### config.mk
export PLATFORM = sky130hd
export DESIGN_NAME = timer_and_trigger_counter
export DESIGN_NICKNAME = d
export VERILOG_FILES = /design/src/design/timer_pkg.sv /design/src/design/pin_noise_filter.sv /design/src/design/timer_and_trigger_counter.sv
export SDC_FILE = /design/constraint.sdc
export NUM_CORES = 1
export LEC_CHECK = 0
export BUFFER_PORTS_ARGS = -buffer_cell sky130_fd_sc_hd__buf_4
export CELL_PAD_IN_SITES_DETAIL_PLACEMENT = 1
export CELL_PAD_IN_SITES_GLOBAL_PLACEMENT = 2
export CORE_AREA = 2 2 159 161
export CTS_CLUSTER_SIZE = 10
export DETAILED_ROUTE_END_ITERATION = 8
export DIE_AREA = 0 0 161 163
export GPL_TIMING_DRIVEN = 0
export PLACE_DENSITY_LB_ADDON = 0.25
export SLEW_MARGIN = 0
export SYNTH_ARGS = -nofsm -noshare
export SYNTH_HDL_FRONTEND = slang
export SYNTH_SLANG_ARGS = --single-unit
### constraint.sdc
create_clock -name clk_sys -period 8.2 [get_ports clk_sys]
set_clock_uncertainty 0.2 [all_clocks]
set_input_delay 1.64 -clock clk_sys [delete_from_list [all_inputs] [get_ports clk_sys]]
set_output_delay 1.64 -clock clk_sys [all_outputs]
set_load 0.005 [all_outputs]
### src/design/timer_pkg.sv
// Constants, register map and types shared by the timer and trigger counter
package timer_pkg;

	////////////////////////////////////////////////////////////////////////////////
	// Clock and time base

	localparam int CLK_SYS_MHZ         = 50;         // System clock rate in MHz
	localparam int LOW_TICK_PERIOD_NS  = 244140;     // Low-speed tick period in ns
	localparam int LOW_TICK_CYCLES     = (LOW_TICK_PERIOD_NS * CLK_SYS_MHZ) / 1000;
	localparam int PRESCALER_WIDTH     = 11;         // Widest high-speed tap is 2^11
	localparam int TAP_SLOW_BIT        = 10;         // Tap for clock / 2^11
	localparam int TAP_MID_BIT         = 6;          // Tap for clock / 2^7
	localparam int TAP_FAST_BIT        = 2;          // Tap for clock / 2^3
	localparam int LOW_TICK_WIDTH      = 16;         // Width of the low-speed divider

	////////////////////////////////////////////////////////////////////////////////
	// Pin noise filter, counted in system clock cycles

	localparam int NOISE_REJECT_CYCLES  = 4;         // Pulses this short are dropped
	localparam int NOISE_ACCEPT_CYCLES  = 12;        // Pulses this long always pass
	localparam int FILTER_STABLE_CYCLES = (NOISE_REJECT_CYCLES + NOISE_ACCEPT_CYCLES) / 2 - 2;
	localparam int FILTER_COUNT_WIDTH   = 4;         // Holds FILTER_STABLE_CYCLES

	////////////////////////////////////////////////////////////////////////////////
	// Register map, word addresses on the Avalon slave

	localparam logic [2:0] ADDR_CONTROL = 3'h0;      // counter_control_register
	localparam logic [2:0] ADDR_COMPARE = 3'h1;      // compare_register_a
	localparam logic [2:0] ADDR_CAPTURE = 3'h2;      // capture_register_b
	localparam logic [2:0] ADDR_STATUS  = 3'h3;      // Live counter and state

	// Control register fields
	localparam int CTRL_MODE_LSB   = 0;              // operating_mode_select [1:0]
	localparam int CTRL_CLK_LSB    = 2;              // source_clock_select [3:2]
	localparam int CTRL_START_LSB  = 4;              // start_edge_control [5:4]
	localparam int CTRL_OPTION_BIT = 6;              // Capture enable or trigger stop
	localparam int CTRL_TAP_BIT    = 8;              // prescaler_tap_select
	localparam int CTRL_WIDTH      = 9;              // Implemented control bits

	// Status register fields
	localparam int STAT_COUNTING_BIT = 16;           // Counter is advancing
	localparam int STAT_PENDING_BIT  = 17;           // Compare update waiting for a tick

	// Values after reset
	localparam logic [CTRL_WIDTH-1:0] CONTROL_RESET = 9'h000;
	localparam logic [15:0]           COMPARE_RESET = 16'hFFFF;
	localparam logic [15:0]           CAPTURE_RESET = 16'h0000;

	////////////////////////////////////////////////////////////////////////////////
	// Field encodings

	localparam logic [1:0] START_STOP    = 2'h0;     // Stop and clear
	localparam logic [1:0] START_COMMAND = 2'h1;     // Timer mode, start now
	localparam logic [1:0] START_RISING  = 2'h2;     // Trigger on rising edge
	localparam logic [1:0] START_FALLING = 2'h3;     // Trigger on falling edge
	localparam logic [1:0] MODE_TIMER    = 2'h0;     // Timer and trigger timer family
	localparam logic [1:0] CLK_SEL_SLOW  = 2'h0;     // Slowest internal source
	localparam logic [1:0] CLK_SEL_MID   = 2'h1;     // Middle internal source
	localparam logic [1:0] CLK_SEL_FAST  = 2'h2;     // Fastest internal source

	// Counter sequencing states
	typedef enum logic [1:0] {
		ST_STOPPED,
		ST_TIMER,
		ST_WAIT_TRIGGER,
		ST_COUNTING
	} count_state_t;

endpackage

### src/design/pin_noise_filter.sv
// Synchroniser and digital noise filter for the trigger input pin
`timescale 1ns/1ps
`default_nettype none

module pin_noise_filter
	import timer_pkg::*;
(
	input  wire logic clk_sys,       // System clock
	input  wire logic rst_n,         // Asynchronous reset, active low
	input  wire logic pin_raw,       // Asynchronous pin level
	input  wire logic bypass,        // Skip the stability window
	output var  logic pin_filtered   // Clean pin level
);
	import timer_pkg::*;

	logic                          sync_a;        // First synchroniser stage
	logic                          sync_b;        // Second stage
	logic                          sync_c;        // Third stage
	logic [FILTER_COUNT_WIDTH-1:0] stable_count;  // Agreeing cycles at the new level
	wire                           agree;         // Second and third stages agree
	wire                           differs;       // Settled level differs from output
	wire                           window_full;   // New level held long enough

	assign agree       = (sync_b == sync_c);
	assign differs     = agree && (sync_c != pin_filtered);
	assign window_full = (stable_count == FILTER_STABLE_CYCLES[FILTER_COUNT_WIDTH-1:0] - 4'h1);

	////////////////////////////////////////////////////////////////////////////////
	// Three-stage synchroniser; only sync_b reads sync_a
	always_ff @(posedge clk_sys or negedge rst_n) begin
		if (!rst_n) begin
			sync_a <= 1'b0;
			sync_b <= 1'b0;
			sync_c <= 1'b0;
		end else begin
			sync_a <= pin_raw;
			sync_b <= sync_a;
			sync_c <= sync_b;
		end
	end

	////////////////////////////////////////////////////////////////////////////////
	// Stability window: short pulses reach the output only while bypass is set
	always_ff @(posedge clk_sys or negedge rst_n) begin
		if (!rst_n) begin
			stable_count <= '0;
			pin_filtered <= 1'b0;
		end else if (!differs) begin
			// Back at the old level: the glitch is dropped
			stable_count <= '0;
		end else if (bypass || window_full) begin
			// Low-speed modes take the settled level at once
			pin_filtered <= sync_c;
			stable_count <= '0;
		end else begin
			stable_count <= stable_count + 4'h1;
		end
	end

endmodule

`default_nettype wire

### src/design/timer_and_trigger_counter.sv
// Sixteen-bit timer and external trigger counter with Avalon-MM registers
//
// Overview of operation
// - Four mode encodings exist; timer and trigger implemented
// - Timer mode counts each selected source tick
// - Timer match raises request, clears, keeps counting
// - Capture enabled copies count every source tick
// - Source select picks prescaler tap or low clock
// - Trigger edge on pin starts the count
// - Trigger mode match clears, halts, raises request
// - Stop option: opposite edge clears, halts, silently
// - Halted counter restarts from zero on trigger
// - Without stop option opposite edges do nothing
// - Without stop option retrigger while counting ignored
// - Filter drops short pin pulses, source holds long
// - Low-speed modes bypass the filter
// - Compare updates on first tick after upper byte
// - Stop power mode forces start field to stop
`timescale 1ns/1ps
`default_nettype none

module timer_and_trigger_counter
	import timer_pkg::*;
#(
	parameter int LOW_TICK_DIV = timer_pkg::LOW_TICK_CYCLES  // Cycles per low-speed tick
)
(
	input  wire logic        clk_sys,             // System clock, 50 MHz
	input  wire logic        rst_n,               // Asynchronous reset, active low
	input  wire logic [2:0]  address,             // Avalon word address
	input  wire logic        read,                // Avalon read request
	input  wire logic        write,               // Avalon write request
	input  wire logic [31:0] writedata,           // Avalon write data
	input  wire logic [3:0]  byteenable,          // Avalon byte enables
	output var  logic [31:0] readdata,            // Avalon read data
	output var  logic        waitrequest,         // Avalon wait request
	input  wire logic        trigger_input_pin,   // External trigger pin, asynchronous
	input  wire logic        low_speed_run_mode,  // Chip runs from the low clock
	input  wire logic        low_speed_sleep_mode,// Chip sleeps on the low clock
	input  wire logic        stop_mode_entry,     // Chip enters stop power mode
	output var  logic        counter_match_irq    // Match request pulse
);
	import timer_pkg::*;

	////////////////////////////////////////////////////////////////////////////////
	// Declarations

	// Register state
	logic [CTRL_WIDTH-1:0]      control;          // counter_control_register
	logic [15:0]                compare_active;   // Compare value in use
	logic [15:0]                compare_pending;  // Value waiting for a tick
	logic                       pending_valid;    // A committed update is waiting
	logic [7:0]                 compare_low;      // Lower byte shift stage
	logic [15:0]                capture_value;    // capture_register_b
	logic [15:0]                count;            // The up-counter
	count_state_t               state;            // Counter sequencing state

	// Time base
	logic [PRESCALER_WIDTH-1:0] prescaler;        // Free-running high-speed divider
	logic [LOW_TICK_WIDTH-1:0]  low_div;          // Low-speed tick divider
	logic                       low_tick;         // One-cycle low-speed tick

	// Pin edge detection
	logic                       pin_clean;        // Filtered pin level
	logic                       pin_prev;         // Filtered level one cycle earlier

	// Bus handshake
	logic                       ack;              // Bus access being answered

	// Decoded fields
	wire [1:0]                  mode_sel;         // operating_mode_select
	wire [1:0]                  clk_sel;          // source_clock_select
	wire [1:0]                  start_sel;        // start_edge_control
	wire                        option_bit;       // Capture enable or stop select
	wire                        tap_sel;          // prescaler_tap_select
	wire                        low_speed;        // Any low-clock power mode
	wire                        auto_capture_enable;
	wire                        trigger_stop_select;

	// Tick and event terms
	wire                        tick_slow;        // High clock / 2^11
	wire                        tick_mid;         // High clock / 2^7
	wire                        tick_fast;        // High clock / 2^3
	wire                        source_tick;      // Selected source tick
	wire                        rise_edge;        // Filtered rising edge
	wire                        fall_edge;        // Filtered falling edge
	wire                        trigger_edge;     // Edge that starts the count
	wire                        opposite_edge;    // Edge that may stop the count
	wire [15:0]                 count_inc;        // Counter plus one
	wire                        match;            // Next count hits compare
	wire                        run_enabled;      // Start field and mode allow running
	wire                        counting;         // Counter advances on ticks

	// Bus terms
	wire                        bus_req;          // New request this cycle
	wire                        write_take;       // Write lands at this edge
	wire                        wr_control;       // Write to control register
	wire                        wr_compare;       // Write to compare register
	wire                        commit_upper;     // Upper compare byte written
	wire [15:0]                 commit_value;     // Value committed by upper byte
	wire [31:0]                 read_mux;         // Read data selected by address
	wire [CTRL_WIDTH-1:0]       control_written;  // Control after byte enables
	wire [CTRL_WIDTH-1:0]       next_control;     // Control after stop mode forcing

	////////////////////////////////////////////////////////////////////////////////
	// Functions

	// Merge write data into a register by byte enables
	function automatic logic [31:0] merge_bytes(input logic [31:0] old_value,
	                                            input logic [31:0] new_value,
	                                            input logic [3:0]  lanes);
		logic [31:0] result;
		result = old_value;
		for (int i = 0; i < 4; i++) begin
			if (lanes[i]) begin
				result[i*8 +: 8] = new_value[i*8 +: 8];
			end
		end
		return result;
	endfunction

	// Tick of one prescaler tap: all bits up to the tap are ones
	function automatic logic tap_tick(input logic [PRESCALER_WIDTH-1:0] value,
	                                  input int                         bit_pos);
		logic hit;
		hit = 1'b1;
		for (int i = 0; i < PRESCALER_WIDTH; i++) begin
			if (i <= bit_pos) begin
				hit = hit & value[i];
			end
		end
		return hit;
	endfunction

	////////////////////////////////////////////////////////////////////////////////
	// Field decoding

	assign mode_sel   = control[CTRL_MODE_LSB +: 2];
	assign clk_sel    = control[CTRL_CLK_LSB +: 2];
	assign start_sel  = control[CTRL_START_LSB +: 2];
	assign option_bit = control[CTRL_OPTION_BIT];
	assign tap_sel    = control[CTRL_TAP_BIT];
	assign low_speed  = low_speed_run_mode | low_speed_sleep_mode;

	// The shared option bit means capture in timer mode, stop in trigger mode
	assign auto_capture_enable = option_bit && (start_sel == START_COMMAND);
	assign trigger_stop_select = option_bit && (start_sel != START_COMMAND);

	// Only the timer family runs; other modes stay halted
	assign run_enabled = (mode_sel == MODE_TIMER) && (start_sel != START_STOP);
	assign counting    = (state == ST_TIMER) || (state == ST_COUNTING);

	////////////////////////////////////////////////////////////////////////////////
	// Source clock selection

	assign tick_slow = tap_tick(prescaler, TAP_SLOW_BIT);
	assign tick_mid  = tap_tick(prescaler, TAP_MID_BIT);
	assign tick_fast = tap_tick(prescaler, TAP_FAST_BIT);

	// Low clock serves slowest select on the alternate tap or in low-speed modes
	assign source_tick =
		(clk_sel == CLK_SEL_SLOW) ? ((low_speed || tap_sel) ? low_tick : tick_slow) :
		(clk_sel == CLK_SEL_MID)  ? (!low_speed && tick_mid)  :
		(clk_sel == CLK_SEL_FAST) ? (!low_speed && tick_fast) :
		1'b0;

	// Free-running high-speed prescaler
	always_ff @(posedge clk_sys or negedge rst_n) begin
		if (!rst_n) begin
			prescaler <= '0;
		end else begin
			prescaler <= prescaler + 11'h001;
		end
	end

	// Low-speed tick divider, one pulse each LOW_TICK_DIV cycles
	always_ff @(posedge clk_sys or negedge rst_n) begin
		if (!rst_n) begin
			low_div  <= '0;
			low_tick <= 1'b0;
		end else if (low_div == LOW_TICK_WIDTH'(LOW_TICK_DIV - 1)) begin
			low_div  <= '0;
			low_tick <= 1'b1;
		end else begin
			low_div  <= low_div + 16'h0001;
			low_tick <= 1'b0;
		end
	end

	////////////////////////////////////////////////////////////////////////////////
	// Trigger pin conditioning

	// Filter is bypassed while the chip runs or sleeps on the low clock
	pin_noise_filter pin_noise_filter_inst (
		.clk_sys      (clk_sys),
		.rst_n        (rst_n),
		.pin_raw      (trigger_input_pin),
		.bypass       (low_speed),
		.pin_filtered (pin_clean)
	);

	// Previous filtered level for edge detection
	always_ff @(posedge clk_sys or negedge rst_n) begin
		if (!rst_n) begin
			pin_prev <= 1'b0;
		end else begin
			pin_prev <= pin_clean;
		end
	end

	assign rise_edge     = pin_clean && !pin_prev;
	assign fall_edge     = !pin_clean && pin_prev;
	assign trigger_edge  = (start_sel == START_RISING) ? rise_edge : fall_edge;
	assign opposite_edge = (start_sel == START_RISING) ? fall_edge : rise_edge;

	////////////////////////////////////////////////////////////////////////////////
	// Counter sequencing

	assign count_inc = count + 16'h0001;
	assign match     = (count_inc == compare_active);

	// State, count and match request
	always_ff @(posedge clk_sys or negedge rst_n) begin
		if (!rst_n) begin
			state             <= ST_STOPPED;
			count             <= '0;
			counter_match_irq <= 1'b0;
		end else begin
			counter_match_irq <= 1'b0;
			case (state)
				ST_STOPPED: begin
					// Held at zero until a start value is written
					count <= '0;
					if (run_enabled && start_sel == START_COMMAND) begin
						state <= ST_TIMER;
					end else if (run_enabled) begin
						state <= ST_WAIT_TRIGGER;
					end
				end
				ST_TIMER: begin
					if (!run_enabled) begin
						state <= ST_STOPPED;
						count <= '0;
					end else if (source_tick && match) begin
						count             <= '0;
						counter_match_irq <= 1'b1;
					end else if (source_tick) begin
						count <= count_inc;
					end
				end
				ST_WAIT_TRIGGER: begin
					// Halted at zero; opposite edges are meaningless here
					count <= '0;
					if (!run_enabled) begin
						state <= ST_STOPPED;
					end else if (trigger_edge) begin
						state <= ST_COUNTING;
					end
				end
				ST_COUNTING: begin
					// Retrigger edges are ignored while counting
					if (!run_enabled) begin
						state <= ST_STOPPED;
						count <= '0;
					end else if (source_tick && match) begin
						// Match wins over an opposite edge in the same cycle
						state             <= ST_WAIT_TRIGGER;
						count             <= '0;
						counter_match_irq <= 1'b1;
					end else if (trigger_stop_select && opposite_edge) begin
						state <= ST_WAIT_TRIGGER;
						count <= '0;
					end else if (source_tick) begin
						count <= count_inc;
					end
				end
				default: begin
					state <= ST_STOPPED;
					count <= '0;
				end
			endcase
		end
	end

	// Auto-capture copies the running count on every source tick
	always_ff @(posedge clk_sys or negedge rst_n) begin
		if (!rst_n) begin
			capture_value <= CAPTURE_RESET;
		end else if (auto_capture_enable && state == ST_TIMER && source_tick) begin
			capture_value <= count;
		end
	end

	////////////////////////////////////////////////////////////////////////////////
	// Avalon-MM slave

	assign bus_req    = (read || write) && !ack;
	assign write_take = write && ack;
	assign wr_control = write_take && (address == ADDR_CONTROL);
	assign wr_compare = write_take && (address == ADDR_COMPARE);

	// Upper byte commits the pair; lower byte alone only loads the stage
	assign commit_upper = wr_compare && byteenable[1];
	assign commit_value = {writedata[15:8], byteenable[0] ? writedata[7:0] : compare_low};

	// Control after byte enables, then stop power mode overrides the start field
	assign control_written = CTRL_WIDTH'(merge_bytes(32'(control), writedata, byteenable));
	assign next_control    = stop_mode_entry ?
		{control_written[CTRL_WIDTH-1:CTRL_START_LSB+2], START_STOP,
		 control_written[CTRL_START_LSB-1:0]} : control_written;

	assign read_mux =
		(address == ADDR_CONTROL) ? 32'(control) :
		(address == ADDR_COMPARE) ? {16'h0000, compare_active} :
		(address == ADDR_CAPTURE) ? {16'h0000, capture_value} :
		(address == ADDR_STATUS)  ? {14'h0000, pending_valid, counting, count} :
		32'h0000_0000;

	// One wait cycle per access; read data stand when waitrequest drops
	always_ff @(posedge clk_sys or negedge rst_n) begin
		if (!rst_n) begin
			ack         <= 1'b0;
			waitrequest <= 1'b1;
			readdata    <= '0;
		end else if (bus_req) begin
			ack         <= 1'b1;
			waitrequest <= 1'b0;
			readdata    <= read ? read_mux : 32'h0000_0000;
		end else begin
			ack         <= 1'b0;
			waitrequest <= 1'b1;
		end
	end

	// Control register; stop power mode applies even without a write
	always_ff @(posedge clk_sys or negedge rst_n) begin
		if (!rst_n) begin
			control <= CONTROL_RESET;
		end else if (wr_control || stop_mode_entry) begin
			control <= wr_control ? next_control :
				{control[CTRL_WIDTH-1:CTRL_START_LSB+2], START_STOP,
				 control[CTRL_START_LSB-1:0]};
		end
	end

	// Compare staging; an upper-byte write beats a tick that would consume it
	always_ff @(posedge clk_sys or negedge rst_n) begin
		if (!rst_n) begin
			compare_low     <= COMPARE_RESET[7:0];
			compare_pending <= COMPARE_RESET;
			pending_valid   <= 1'b0;
			compare_active  <= COMPARE_RESET;
		end else begin
			if (wr_compare && byteenable[0]) begin
				compare_low <= writedata[7:0];
			end
			if (source_tick && pending_valid) begin
				compare_active <= compare_pending;
			end
			if (commit_upper) begin
				compare_pending <= commit_value;
				pending_valid   <= 1'b1;
			end else if (source_tick) begin
				pending_valid <= 1'b0;
			end
		end
	end

endmodule

`default_nettype wire

---- Word-level counts from Yosys, hierarchy flattened ----
Index checks and enable logic that the tools add are counted.
storage, ports and cells
  input port bits ......................... 47
  memories ................................ 0
  output and inout port bits .............. 34
  bits in latches ......................... 0
  bits in registers ....................... 156
  bits in writable memories ............... 0
  memory bits (read-only) ................. 0
  logic and storage cells ................. 142
operators by class
  multipliers ............................. 0
  add/subtract/negate cells ............... 4
  multiplexer cells ....................... 43
  order comparisons ....................... 0
  bitwise operators ....................... 11
  shift-type cells ........................ 0
  div/mod/pow operators ................... 0
  eq/ne operators ......................... 21
  reduce and logical (&&, ||, !) cells .... 41
operators with widths
  kind                     number
  $mux W16                 7
  $mux W18                 5
  $pmux W16 S3             1
  $add A16 B1 Y16 const B  2
  $logic_and A1 B1 Y1      20
  $eq A16 B14 Y1 const B   1
  $eq A16 B16 Y1           1
  $mux W2                  8
  $mux W8                  2
  $mux W1                  15
  $mux W6                  2
  $add A11 B1 Y11 const B  1
  $and A1 B1 Y1            10
  $ne A3 B3 Y1 const B     3
  $eq A2 B2 Y1 const B     4
  $mux W4                  2
  $pmux W2 S4              1
  $eq A2 B1 Y1 const B     3
  $eq A3 B2 Y1 const B     2
  $logic_not A2 Y1         3
  $reduce_and A2 Y1        3
  $logic_or A1 B1 Y1       5
  $add A4 B1 Y4 const B    1
  $eq A4 B3 Y1 const B     1
  12 further kinds         17

---- Depth between registers and ports, before layout ----
  depth in word-level cells ............... 17
  depth in mapped cells ................... 11
  mapped depth without buffers ............ 8

---- Modules after synthesis ----
From an unflattened synthesis, not the netlist that was laid out.
second synthesis, totals
  cell total of the unflattened synthesis .. 643
  area, all modules ....................... 7,145.6 µm²
modules (own cells, without submodules)
  module                     cells each  times used  sequential area each (µm²)  area each (µm²)
  timer_and_trigger_counter  615         1           3,404.5                     6,807.8
  pin_noise_filter           28          1           200.2                       337.8

---- Worst setup path after synthesis ----
Ideal clock, no wire load.
  path type ............................... input to register
  from .................................... in low_speed_sleep_mode
  to ...................................... reg capture_value[10]
  stages on the path ...................... 8
  slack ................................... 4.385 ns
  path buffers ............................ 2
  data arrival time ....................... 3.491 ns
  data required time ...................... 7.875 ns
  library setup time ...................... 0.125 ns
  cells stage by stage .................... or3_1 > a21oi_1 > o41ai_1 > a21o_1 > buf_2 > nand3_1 > clkbuf_1 > mux2_2
on the way
  cells in the longest elaborated chain, start to end .. 7
  elaborated cells on any way between the ends .. 10
  those cells by class .................... mux (4); bitwise (1); reduce/logical (5)
ends and longest elaborated chain
  item                   line                                                                text
  from (decl)            timer_and_trigger_counter.sv:39                                     input wire logic low_speed_sleep_mode,
  $or A1 B1 Y1 *         timer_and_trigger_counter.sv:143                                    assign low_speed = low_speed_run_mode | low_speed_sleep_mode;
  $logic_not A1 Y1       timer_and_trigger_counter.sv:163, timer_and_trigger_counter.sv:164
  $logic_and A1 B1 Y1    timer_and_trigger_counter.sv:164                                    (clk_sel == CLK_SEL_FAST) ? (!low_speed && tick_fast) :
  $mux W1                timer_and_trigger_counter.sv:164
  $mux W1                timer_and_trigger_counter.sv:163                                    (clk_sel == CLK_SEL_MID) ? (!low_speed && tick_mid) :
  $mux W1 *              timer_and_trigger_counter.sv:162                                    (clk_sel == CLK_SEL_SLOW) ? ((low_speed || tap_sel) ? low_tick : tick_slow) :
  $logic_and A1 B1 Y1 *  timer_and_trigger_counter.sv:289                                    end else if (auto_capture_enable && state == ST_TIMER && source_tick) begin
  to (signal assigned)   timer_and_trigger_counter.sv:290                                    capture_value <= count;
  to (decl)              timer_and_trigger_counter.sv:54                                     logic [15:0] capture_value;
Every way passes the cells marked *; elsewhere a longest branch is shown, timed or not.
A chain may end at the register's enable or synchronous reset.

---- Final worst setup path ----
  from .................................... in low_speed_sleep_mode
  to ...................................... reg state[0]
on the way
  cells in the longest elaborated chain, start to end .. 10
  elaborated cells on any way between the ends .. 15
  those cells by class .................... eq/ne (1); mux (7); bitwise (1); reduce/logical (6)
ends and longest elaborated chain
  item                   line                                                                text
  $or A1 B1 Y1 *         timer_and_trigger_counter.sv:143
  $logic_not A1 Y1       timer_and_trigger_counter.sv:163, timer_and_trigger_counter.sv:164
  $logic_and A1 B1 Y1    timer_and_trigger_counter.sv:164
  $mux W1                timer_and_trigger_counter.sv:164
  $mux W1                timer_and_trigger_counter.sv:163
  $mux W1 *              timer_and_trigger_counter.sv:162
  $logic_and A1 B1 Y1 *  timer_and_trigger_counter.sv:265                                    end else if (source_tick && match) begin
  $mux W2                timer_and_trigger_counter.sv:265
  $mux W2                timer_and_trigger_counter.sv:262                                    if (!run_enabled) begin
  $pmux W2 S4            timer_and_trigger_counter.sv:230                                    case (state)
  to (signal assigned)   timer_and_trigger_counter.sv:235                                    state <= ST_TIMER;
  to (signal assigned)   timer_and_trigger_counter.sv:263                                    state <= ST_STOPPED;
  to (signal assigned)   timer_and_trigger_counter.sv:267                                    state <= ST_WAIT_TRIGGER;
  to (decl)              timer_and_trigger_counter.sv:56                                     count_state_t state;
Marked as above.

==> reports/qor.csv <==
stage,metric,value,unit
die,I/O Pins,81,
logic_synthesis,mean instance size in the synthesized netlist,10.4,µm²
timing,Max Transition Viols Final,0,
logic_synthesis,"count leader, synth",sky130_fd_sc_hd__dfrtp_1,
logic_synthesis,most used flip-flop cell after synthesis,sky130_fd_sc_hd__dfrtp_1,
grt,GRT Max-Usage Layer,met2,
placed_design,buffers added on ports,47,
clock_network,clk_lat worst skew,0.43,ns
routing,DR pass1 iterations,4,
grt,final global-route overflow total,0,
clock_network,# H-tree levels,4,
layout,area of the multi-input gates,3360,µm²
grt,global-route usage over all layers,16.4,%
logic_synthesis,cells after synthesis,702,
routing,number of DRC violations after detailed-routing iteration 0,278,
hold_path,classification of the worst-slack hold path,reg -> reg,
logic_synthesis,asr flop ratio synth,100,%
critical_path,signal arrival time at the worst endpoint,4.28,ns
critical_path,launch point of the critical path,low_speed_sleep_mode,
timing,"Setup violations, final",0,
logic_synthesis,share of synthesized area occupied by flip-flops and latches,49.6,%
flow_run,number of max-cap violations,0,
timing,final critical-path share of the clock period,50.3,%
power_and_ir_drop,relative contribution of combinational cells to total power,15.8,%
die,initial cell density of the core,29.4,%
timing,maximum clock frequency,242,MHz
placed_design,weighted congestion at the end of routability-driven global placement,0.854,
timing,headroom to the max-slew limit,30.6,%
hold_path,hold wc startpoint,pin_noise_filter_inst.sync_a,
routing,antenna violation net count after detailed routing,0,
timing,worst hold slack,0.152,ns
logic_synthesis,number of flops mapped to enable cells by yosys,0,
routing,vias post-DR,5609,
clock_network,total of cells resized after clock tree synthesis,0,
logic_synthesis,flop and latch count out of synthesis,142,
power_and_ir_drop,cell internal pwr,1.42,mW
timing,total negative slack for setup checks,0,ns
grt,antenna violations before repair,0,
critical_path,endpoint kind of the worst setup timing path,flip-flop,
power_and_ir_drop,switching power of the nets,580,µW
clock_network,TritonCTS clock tree,built,
clock_network,number of buffers inserted to repair setup after CTS,0,
logic_synthesis,Yosys top cell by area,sky130_fd_sc_hd__dfrtp_1,
critical_path,Critical Path Start Type,primary input,
placed_design,DP Wirelength,15100,µm
power_and_ir_drop,sequential fraction of design power,44.5,%
grt,met3 track utilization from global routing,2.80,%
clock_network,clock root cell,sky130_fd_sc_hd__clkbuf_16,
routing,routed via count divided by cell count,4.99,
grt,via count of the first global-routing pass,5983,
routing,wire length after detailed routing,20500,µm
layout,number of fill cells,2818,
clock_network,number of clock buffers inserted by TritonCTS,17,
die,area of the core region,24700,µm²
outcome,result of the run,completed,
critical_path,CP max stage cell,sky130_fd_sc_hd__clkbuf_1,
die,width of the chip,161,µm
timing,setup repair after global routing missed its margin,false,
grt,global routing met1 resource utilization,21.4,%
clock_network,# hold bufs at CTS,0,
critical_path,chain of cells forming the critical path,"buf_4, or3_1, a21oi_1, o41ai_1, a21oi_1, clkbuf_1, clkbuf_1, nor2_1, a21oi_1",
grt,global-route wire length before repair,33400,µm
power_and_ir_drop,switching part of the total power,28.9,%
logic_synthesis,post-synth top area share,34.8,%
critical_path,crit-path max FO,10,
layout,fin nets,836,
timing,Final Hold Vio Count,0,
timing,Slew @ Worst Pin,1.04,ns
layout,fraction of final layout cells with drive strength greater than 1,26.7,%
power_and_ir_drop,leakage power total,3.76,nW
logic_synthesis,commonest cells in the netlist,"sky130_fd_sc_hd__dfrtp_1, sky130_fd_sc_hd__nand2_1, sky130_fd_sc_hd__mux2_2",
critical_path,Reg-to-Reg Start,count[1],
clock_network,clock-pin slew of the registers on the worst-case setup and hold paths,0.07,ns
die,Total Die Area,26200,µm²
die,Rows,58,
grt,largest net degree at the start of global routing,89,
critical_path,Most common cell on crit path,sky130_fd_sc_hd__a21oi_1,
timing,Final min period,4.13,ns
power_and_ir_drop,Worst IR Drop VDD,0.110,mV
logic_synthesis,number of distinct standard cells referenced by the synthesized netlist,58,
power_and_ir_drop,part of the total power dissipated in the clock network,39.7,%
logic_synthesis,Synth Cell Area,7270,µm²
grt,M2 GR Usage,27.5,%
logic_synthesis,Syn. warnings,0,
logic_synthesis,cell types occupying the most area after synthesis,"sky130_fd_sc_hd__dfrtp_1, sky130_fd_sc_hd__dfstp_2, sky130_fd_sc_hd__mux2_2",
critical_path,Max stage delay on crit path,0.63,ns
critical_path,critical path data required time,8.35,ns
critical_path,classification of the worst setup path,in -> reg,
clock_network,maximum buffer depth of the clock tree,2,
layout,signed area change from the synthesized netlist to the final layout,20.0,%
power_and_ir_drop,power per unit of standard cell area,230,nW/µm²
routing,Remaining DRCs,0,
clock_network,number of sinks handled by clock tree synthesis,142,
routing,detail-routed net length per standard cell,18.2,µm
die,DIE HEIGHT,163,µm
layout,number of diodes added for antenna fixing,0,
layout,Sequential Area,3600,µm²
## final timing paths
kind / end / slack (ns) / cells after the start
max in group asynchronous: compare_pending[15] / 5.97 / 2
max reg2reg: count[8] / 4.70 / 10
min: pin_noise_filter_inst.sync_b / 0.15 / 0
min in group asynchronous: readdata[7] / 0.98 / 1
min reg2reg: pin_noise_filter_inst.sync_b / 0.15 / 0
max: state[0] / 4.07 / 9
## layout by cell type, fill, tap and decap left out, drive strengths merged, types with 5 or more instances in the layout
cell type / netlist / final
buf: 29 / 77
a31o: 11 / 11
xor2: 19 / 19
clkbuf: 29 / 46
and4: 7 / 7
nand3b: 5 / 5
dfstp: 41 / 41
mux2i: 21 / 21
a22oi: 7 / 7
and2: 5 / 5
dfrtp: 101 / 101
ha: 7 / 7
xnor2: 23 / 23
o31ai: 10 / 10
and3: 8 / 8
or3: 5 / 5
nand3: 47 / 47
a21oi: 27 / 27
nor3: 14 / 14
mux2: 59 / 59
nand4: 12 / 12
nand2: 61 / 61
conb: 1 / 14
inv: 15 / 24
nor2: 49 / 49
o21ai: 38 / 38
## power by group through the flow
stage / Combinational, mW / Clock, mW / Sequential, mW
3_5_place_dp: 0.319 / 0 / 0.904
2_1_floorplan: 0.214 / 0 / 0.870
6_report: 0.317 / 0.794 / 0.892
5_1_grt: 0.352 / 0.846 / 0.904
4_1_cts: 0.321 / 0.817 / 0.892
3_3_place_gp: 0.307 / 0 / 0.901
## area by class of cell
type / count / area share (%)
clock buffers: 17 / 4.88
clock inverters: 15 / 1.99
multi-input cells: 500 / 38.5
well taps: 330 / 4.73
inverters: 15 / 0.646
plain buffers: 58 / 3.47
repair buffers: 48 / 4.40
flip-flops and latches: 142 / 41.3
## cells by family (layout without fill, tap and decap cells)
| family | count (synthesis) | after routing | synth area share [%] |
|---|---|---|---|
| compound gates | 123 | 123 | 10.9 |
| xor+xnor | 42 | 42 | 5.06 |
| fa+ha+maj | 7 | 7 | 1.21 |
| buf+inv | 73 | 153 | 4.94 |
| flops | 142 | 142 | 49.6 |
| mux | 80 | 80 | 12.0 |
| other cells | 1 | 14 | 0.0516 |
| simple gates | 234 | 234 | 16.2 |
## routing by layer
layer	vias up	wire, µm	share of wire [%]
li1	2626	-	-
met1	2866	9450	46
met2	94	9990	49
met3	23	694	3.4
met4	0	360	1.8
met5	-	0	0
## flip-flops by register name (all words and copies together) (netlist names), 2 cells and up, named ones only
register and count:
readdata 18, capture_value 16, compare_active 16, compare_pending 16, count 16, low_div 16
prescaler 11, compare_low 8, control 5, pin_noise_filter_inst.stable_count 4, state 2
## worst max-delay path, delay by kind of cell
family          cells  cell delay (ns)
compound gates      4             0.87
buf+inv             3             1.27
simple gates        2             0.51
## per-stage QoR
step           util [%]  power [mW]  instances  worst slack [ns]  area, µm²
3_5_place_dp       32.9        1.22       1093              3.59       8120
6_report           35.3        2.00       1125              4.07       8720
2_1_floorplan         -        1.08        715              4.38       7310
3_3_place_gp       32.7        1.21       1092              3.43       8080
4_1_cts            35.3        2.03       1125              4.02       8720
5_1_grt            35.3        2.10       1125              3.90       8720
(Power assumes the default switching activity.)
